$ cat config.mk
export PLATFORM = sky130hd
export DESIGN_NAME = pas_port_strobe
export DESIGN_NICKNAME = d
export VERILOG_FILES = /design/src/pas_pkg.sv /design/src/pas_port_strobe.sv
export SDC_FILE = /design/constraint.sdc
export NUM_CORES = 1
export LEC_CHECK = 0
export ABC_CLOCK_PERIOD_IN_PS = 2000
export BUFFER_PORTS_ARGS = -buffer_cell sky130_fd_sc_hd__buf_2
export CORE_MARGIN = 8
export CORE_UTILIZATION = 47
export CTS_CLUSTER_DIAMETER = 60
export DETAILED_ROUTE_END_ITERATION = 10
export GPL_TIMING_DRIVEN = 0
export PLACE_DENSITY = 0.78
export RECOVER_POWER = 25
export SYNTH_ARGS = -nofsm -noshare
export SYNTH_HDL_FRONTEND = slang
export SYNTH_SLANG_ARGS = --single-unit
$ cat constraint.sdc
create_clock -name clk -period 2 [get_ports clk]
set_input_delay 0.3 -clock clk [delete_from_list [all_inputs] [get_ports clk]]
set_output_delay 0.3 -clock clk [all_outputs]
set_load 0.01 [all_outputs]
$ cat src/pas_pkg.sv
package pas_pkg;
    // Strobe timing in processor output clock cycles
    localparam int unsigned WR_DELAY_CYC = 2;
    localparam int unsigned STB_WIDTH_CYC = 2;
    localparam int unsigned RD_DELAY_CYC = 3;
    localparam int unsigned RD_LATCH_AGE = 3;
    localparam int unsigned CNT_W = 3;
    localparam logic [CNT_W-1:0] CNT_ZERO = 3'h0;
    localparam logic [CNT_W-1:0] CNT_ONE = 3'h1;
    localparam logic [CNT_W-1:0] WR_LAST = 3'(WR_DELAY_CYC + STB_WIDTH_CYC - 1);
    localparam logic [CNT_W-1:0] WR_ON = 3'(WR_DELAY_CYC);
    localparam logic [CNT_W-1:0] RD_LAST = 3'(RD_DELAY_CYC + STB_WIDTH_CYC - 1);
    localparam logic [CNT_W-1:0] RD_ON = 3'(RD_DELAY_CYC);
    localparam logic [7:0] PORT_RESET = 8'h00;
    localparam logic [15:0] ADDR_RESET = 16'h0000;

    typedef enum logic [1:0] {
        PAS_IDLE,
        PAS_WRITE,
        PAS_READ
    } pas_state_t;

    typedef struct packed {
        logic memAccess;   // External data memory cycle active
        logic memRead;     // Read when set, write when clear
        logic usesSecond;  // Address from second auto-pointer
        logic [15:0] addr;
    } pas_mem_req_t;
endpackage : pas_pkg

$ cat src/pas_port_strobe.sv
`timescale 1ns/10ps
// Summary of operation
// - Port strobe sequences start only while the strobe enable bit is set.
// - From idle, port read pulses read strobe, port write pulses write strobe; write wins if both.
// - Each strobe pulse lasts exactly two clock cycles.
// - Write strobe asserts two cycles after port output update, for two.
// - Read returns pin value latched three cycles before read strobe.
// - After a port read, wait three cycles then pulse read strobe for two.
// - Read strobe assertion causes no internal port sampling.
// - First auto-pointer address drives the bus only during a strobe.
// - Second auto-pointer address stays driven for the whole access cycle.
// - Memory cycle stretch lengthens data accesses only, never fetches.
module pas_port_strobe import pas_pkg::*; (
    input wire logic clk,                 // Processor output clock
    input wire logic rst_n,               // Async reset, active low
    input wire logic portStrobeEnable,    // Strobe enable control bit
    input wire logic portWrite,           // Processor writes port, pulse
    input wire logic [7:0] portWriteData, // Byte written by processor
    input wire logic portRead,            // Processor reads port, pulse
    input wire logic [7:0] portPinIn,     // Port pin levels
    input wire pas_mem_req_t memReq,      // External data memory cycle
    input wire logic memStrobeActive,     // Memory strobe phase of cycle
    input wire logic fetchCycle,          // Program fetch in progress
    input wire logic [1:0] stretchCfg,    // Data memory stretch setting
    output logic [7:0] portOut,           // Port output value
    output logic [7:0] portReadData,      // Byte returned to processor
    output logic rdStrobe_n,              // Read strobe pin
    output logic wrStrobe_n,              // Write strobe pin
    output logic [15:0] addrBus,          // External address bus
    output logic addrBusOe,               // Address bus driven
    output logic [1:0] activeStretch      // Stretch applied this cycle
);
    logic [7:0] pinSync1, pinSync2;
    logic [7:0] pinHist [RD_LATCH_AGE];
    pas_state_t state, next_state;
    logic [CNT_W-1:0] cnt, next_cnt;
    logic [7:0] next_portOut, next_portReadData;
    logic next_rdStrobe_n, next_wrStrobe_n;

    // Pin synchroniser, then an age line the read-age check looks back along
    always_ff @(posedge clk or negedge rst_n) begin
        if (!rst_n) begin
            pinSync1 <= PORT_RESET;
            pinSync2 <= PORT_RESET;
        end else begin
            pinSync1 <= portPinIn;
            pinSync2 <= pinSync1;
        end
    end

    genvar g;
    generate
        for (g = 0; g < RD_LATCH_AGE; g++) begin : gHist
            if (g == 0) begin : gFirst
                always_ff @(posedge clk or negedge rst_n) begin
                    if (!rst_n) begin
                        pinHist[g] <= PORT_RESET;
                    end else begin
                        pinHist[g] <= pinSync2;
                    end
                end
            end else begin : gRest
                always_ff @(posedge clk or negedge rst_n) begin
                    if (!rst_n) begin
                        pinHist[g] <= PORT_RESET;
                    end else begin
                        pinHist[g] <= pinHist[g-1];
                    end
                end
            end
        end
    endgenerate

    always_comb begin
        next_state = state;
        next_cnt = cnt;
        next_portOut = portOut;
        next_portReadData = portReadData;
        next_rdStrobe_n = 1'b1;
        next_wrStrobe_n = 1'b1;
        if (portWrite) begin
            next_portOut = portWriteData;
        end
        // The returned byte is captured at the read itself; the strobe
        // fires later and samples nothing
        if (portRead) begin
            next_portReadData = pinSync2;
        end
        unique case (state)
            PAS_IDLE: begin
                next_cnt = CNT_ONE;
                if (portWrite && portStrobeEnable) begin
                    next_state = PAS_WRITE;
                end else if (portRead && portStrobeEnable) begin
                    next_state = PAS_READ;
                end
            end
            PAS_WRITE: begin
                next_cnt = cnt + CNT_ONE;
                if (cnt >= WR_ON) begin
                    next_wrStrobe_n = 1'b0;
                end
                if (cnt == WR_LAST) begin
                    next_state = PAS_IDLE;
                end
            end
            PAS_READ: begin
                next_cnt = cnt + CNT_ONE;
                if (cnt >= RD_ON) begin
                    next_rdStrobe_n = 1'b0;
                end
                if (cnt == RD_LAST) begin
                    next_state = PAS_IDLE;
                end
            end
        endcase
    end

    always_ff @(posedge clk or negedge rst_n) begin
        if (!rst_n) begin
            state <= PAS_IDLE;
            cnt <= CNT_ZERO;
            portOut <= PORT_RESET;
            portReadData <= PORT_RESET;
            rdStrobe_n <= 1'b1;
            wrStrobe_n <= 1'b1;
        end else begin
            state <= next_state;
            cnt <= next_cnt;
            portOut <= next_portOut;
            portReadData <= next_portReadData;
            rdStrobe_n <= next_rdStrobe_n;
            wrStrobe_n <= next_wrStrobe_n;
        end
    end

    // Address drive; the first pointer is gated to its strobe phase so the
    // bus stays quiet between strobes
    logic [15:0] next_addrBus;
    logic next_addrBusOe;
    logic [1:0] next_activeStretch;
    always_comb begin
        next_addrBus = addrBus;
        next_addrBusOe = 1'b0;
        if (memReq.memAccess) begin
            if (memReq.usesSecond) begin
                next_addrBusOe = 1'b1;
            end else begin
                next_addrBusOe = memStrobeActive;
            end
            next_addrBus = memReq.addr;
        end
        // Stretch never applies to fetches
        next_activeStretch = (memReq.memAccess && !fetchCycle) ?
            stretchCfg : 2'h0;
    end

    always_ff @(posedge clk or negedge rst_n) begin
        if (!rst_n) begin
            addrBus <= ADDR_RESET;
            addrBusOe <= 1'b0;
            activeStretch <= 2'h0;
        end else begin
            addrBus <= next_addrBus;
            addrBusOe <= next_addrBusOe;
            activeStretch <= next_activeStretch;
        end
    end

    // Checks
    a_wr_gap: assert property (@(posedge clk) disable iff (!rst_n)
        (state == PAS_IDLE && portWrite && portStrobeEnable) |->
        ##1 wrStrobe_n ##1 wrStrobe_n ##1 !wrStrobe_n ##1 !wrStrobe_n
        ##1 wrStrobe_n)
        else $error("write strobe timing wrong");
    a_rd_gap: assert property (@(posedge clk) disable iff (!rst_n)
        (state == PAS_IDLE && portRead && portStrobeEnable && !portWrite)
        |-> ##1 rdStrobe_n [*3] ##1 !rdStrobe_n [*2] ##1 rdStrobe_n)
        else $error("read strobe timing wrong");
    a_no_enable: assert property (@(posedge clk) disable iff (!rst_n)
        (state == PAS_IDLE && !portStrobeEnable) |=> state == PAS_IDLE)
        else $error("strobe started while disabled");
    a_width_two: assert property (@(posedge clk) disable iff (!rst_n)
        $fell(rdStrobe_n) |-> ##1 !rdStrobe_n ##1 rdStrobe_n)
        else $error("strobe width not two");
    a_wr_width: assert property (@(posedge clk) disable iff (!rst_n)
        $fell(wrStrobe_n) |-> ##1 !wrStrobe_n ##1 wrStrobe_n)
        else $error("write strobe width not two");
    a_not_both: assert property (@(posedge clk) disable iff (!rst_n)
        !(!rdStrobe_n && !wrStrobe_n))
        else $error("both strobes low");
    a_idle_high: assert property (@(posedge clk) disable iff (!rst_n)
        (state == PAS_IDLE && $past(state) == PAS_IDLE) |->
        (rdStrobe_n && wrStrobe_n))
        else $error("strobe low while idle");
    a_rd_data: assert property (@(posedge clk) disable iff (!rst_n)
        portRead |=> portReadData == $past(pinSync2))
        else $error("read data not captured");
    // Reads inside the strobe sequence refresh the byte, so skip those
    a_rd_age: assert property (@(posedge clk) disable iff (!rst_n)
        ($fell(rdStrobe_n) && !$past(portRead, 1) && !$past(portRead, 2)
        && !$past(portRead, 3)) |->
        portReadData == $past(pinHist[RD_LATCH_AGE-1]))
        else $error("read byte not three cycles older than strobe");
    a_rd_hold: assert property (@(posedge clk) disable iff (!rst_n)
        (!$past(portRead) && $fell(rdStrobe_n)) |-> $stable(portReadData))
        else $error("read strobe sampled port");
    a_ptr_one: assert property (@(posedge clk) disable iff (!rst_n)
        (memReq.memAccess && !memReq.usesSecond) |=>
        addrBusOe == $past(memStrobeActive))
        else $error("first pointer drive wrong");
    a_ptr_two: assert property (@(posedge clk) disable iff (!rst_n)
        (memReq.memAccess && memReq.usesSecond) |=> addrBusOe)
        else $error("second pointer not driven");
    a_fetch: assert property (@(posedge clk) disable iff (!rst_n)
        fetchCycle |=> activeStretch == 2'h0)
        else $error("fetch stretched");
    c_write: cover property (@(posedge clk) $fell(wrStrobe_n));
    c_disabled: cover property (@(posedge clk)
        portWrite && !portStrobeEnable);
    c_read: cover property (@(posedge clk) $fell(rdStrobe_n));
    c_second: cover property (@(posedge clk)
        memReq.memAccess && memReq.usesSecond);
endmodule : pas_port_strobe

==> results.py <==
metrics = {
    "run_status": {
        "status": "finished clean",
    },
    "pwr": {
        "p_sw_share_pct": 25.1,
        "p_seq_share_pct": 47.7,
        "p_int_mw": 2.17,
        "p_sw_uw": 726,
        "combPwrFrac_pct": 17.3,
        "peakVddDrop_uv": 480,
        "p_leak_nw": 1.33,
        "power_frac_clock_pct": 35.0,
        "power_density_nw_per_um2": 1080,
    },
    "timing": {
        "whs_ps": 81.4,
        "fin_setup_tns_ps": 0,
        "slew_viol_final": 0,
        "postLayoutSetupSlackWorst_ps": 358,
        "hold_violations": 0,
        "setup_violations": 0,
        "period_minus_slack_ps": 1640,
        "tightest_slew_ps": 1390,
        "clock_skew_ps": 3.99,
        "grt_setup_unrepaired": "no",
        "relSlewSlack_pct": 7.12,
        "fin_crit_sh_pct": 82.1,
        "timing.fmax_mhz": 609,
    },
    "clock_network": {
        "cts_tree": "built",
        "post_cts_buffers": 0,
        "worstSkewPairLatency_ps": 320,
        "root_buffer": "clkbuf_8",
        "cts_made_buffers": 9,
        "cts_sinks": 58,
        "cts_resized": 0,
        "htree_levels": 3,
        "cts_max_path_buffers": 2,
        "cts_hold_buf": 0,
        "clkTransAtPathRegs_ps": 60,
    },
    "die": {
        "pin_count": 81,
        "rows": 24,
        "core-area_um2": 4260,
        "dieArea_um2": 6730,
        "start_util_pct": 48.1,
        "dieHeight_um": 82.1,
        "die_w_um": 82.1,
    },
    "routing": {
        "route.detailed.drc": 0,
        "vias": 1263,
        "drtPass1Iterations": 4,
        "vias_per_cell": 4.75,
        "drt_wl_total_mm": 4.07,
        "drt_iter0_drc": 50,
        "wl_per_cell_um": 15.3,
        "detail-route-antenna-nets": 0,
    },
    "cells_and_area": {
        "design_area_um2": 2690,
        "area_growth_pct": 31.0,
        "layout.nets": 260,
        "drive_gt1_share_pct": 59.8,
        "final_core_util_pct": 63.0,
        "antenna_cells": 0,
    },
    "synthesis": {
        "synthArstFlopShare_pct": 100,
        "syn_inst": 122,
        "synth_area_um2": 2050,
        "netlist_top_cells_area": "dfrtp_1 (68%), mux2_2 (18%), ha_1 (3.7%)",
        "yosysWarnings": 0,
        "ys_seq_elements": 58,
        "syn_area_per_cell_um2": 16.8,
        "ys_seq_area_share_pct": 70.9,
        "yosysTopAreaCellShare_pct": 68.3,
        "synth_edf_count": 0,
        "syn_nets": 172,
        "synth_ff_type": "dfrtp_1",
        "yosys.area.top_type": "dfrtp_1",
        "netlist_top_cells_count": "dfrtp_1 (56), mux2_2 (32), ha_1 (6), inv_1 (6), nand2_1 (3)",
        "synth_most_common_cell": "dfrtp_1",
        "synth.distinct_cells": 21,
    },
    "min_path": {
        "min_path_type": "in -> reg",
    },
    "placement": {
        "dpl-instance-area_um2": 2500,
        "gp_congestion": 0.705,
        "hpwl_mm": 2.96,
        "io_buffers": 77,
        "post-place-ws_ps": 360,
    },
    "worst_setup_path": {
        "worstSetupPathType": "reg -> reg",
        "cp_max_fo": 3,
        "crit_family": "compound AO/OA/AOI/OAI gates",
        "required_ps": 2210,
        "path_buf_inv": 1,
        "slowest_stage": "a222oi_1",
        "end_kind": "flop",
        "cpPeakStageDelay_ps": 500,
        "cp_cell_sequence": "inv_1 > ha_1 > nand2_1 > a222oi_1 > mux2_1",
        "startpoint_type": "flop",
        "cp.arrival_ps": 1850,
    },
    "global_routing": {
        "grt_pass1_vias": 1505,
        "grt_usage_pct": 13.6,
        "grt_pass1_wl_mm": 6.78,
        "antenna_found_initial": 0,
        "gr-total-overflow": 0,
        "grt_max_degree": 59,
    },
    "job": {
        "max_cap_violations": 0,
    },
}
## layout by cell type, fill, tap and decap left out, drive strengths merged
cell type	instances
mux2i	1
nand2	3
mux2	33
a222oi	1
dfstp	2
o211ai	1
clkbuf	14
nand3b	1
a21oi	1
ha	6
o21ai	2
and3b	2
bufinv	1
and2	1
clkinv	2
nor2b	1
buf	79
dfrtp	56
inv	6
o21a	1
## per-layer routing
| layer | wire length [um] | part of all wire (%) | track usage, % |
|---|---|---|---|
| met1 | 1590 | 39 | 14.5 |
| met2 | 1790 | 44 | 19.4 |
| met3 | 611 | 15 | 9.52 |
| met4 | 74 | 1.8 | 8.25 |
| met5 | 0 | 0 | 0 |
## kinds of logic (layout without fill, tap and decap cells)
group                    Yosys count  after routing  share of synthesized area, %
AO/OA/AOI/OAI                      6              6                          2.14
buffers and inverters             10            102                          2.32
multiplexers                      34             34                          18.6
AND/OR/NAND/NOR                    8              8                          2.38
flip-flops                        58             58                          70.9
adder cells (fa/ha/maj)            6              6                          3.66
## power by group through the flow
stage / Combinational, mW / Sequential, mW / Clock, mW
6_report: 0.502 / 1.38 / 1.01
2_1_floorplan: 0.273 / 1.43 / 0
4_1_cts: 0.517 / 1.38 / 1.04
5_1_grt: 0.583 / 1.40 / 1.09
3_3_place_gp: 0.497 / 1.39 / 0
3_5_place_dp: 0.507 / 1.40 / 0
## final cells by class
type / count / area, um^2
sequential: 58 / 1450
fill: 323 / 1580
clock buffer: 12 / 145
tap: 52 / 65.1
timing repair buffer: 77 / 385
inverter: 6 / 22.5
clock inverter: 3 / 40.0
multi-input combinational: 54 / 549
buffer: 4 / 25.0
## state kept, by name, summed over array words and instances (netlist names)
name / count
addrBus: 16
pinSync2: 8
addrBusOe: 1
state: 2
cnt: 3
wrStrobe_n: 1
portReadData: 8
activeStretch: 2
rdStrobe_n: 1
pinSync1: 8
portOut: 8
## worst paths after layout
kind,start,endpoint,slack [ps],cells past startpoint
hold / removal,portPinIn[0],pinSync1[0]$_DFF_PN0_,80,1
max in group asynchronous,rst_n,addrBusOe$_DFF_PN0_,870,1
min in group asynchronous,rst_n,pinSync2[7]$_DFF_PN0_,300,1
setup reg to reg,cnt[0]$_DFF_PN0_,state[1]$_DFFE_PN0P_,360,5
setup / recovery,cnt[0]$_DFF_PN0_,state[1]$_DFFE_PN0P_,360,5
hold reg to reg,pinSync1[7]$_DFF_PN0_,pinSync2[7]$_DFF_PN0_,350,0
## metrics by stage
step | power [mW] | std cells
final | 2.89 | 266
after CTS | 2.94 | 266
after global placement | 1.89 | 251
after floorplan | 1.70 | 122
after global routing | 3.07 | 266
after detailed placement | 1.91 | 251
(Power assumes the default switching activity.)
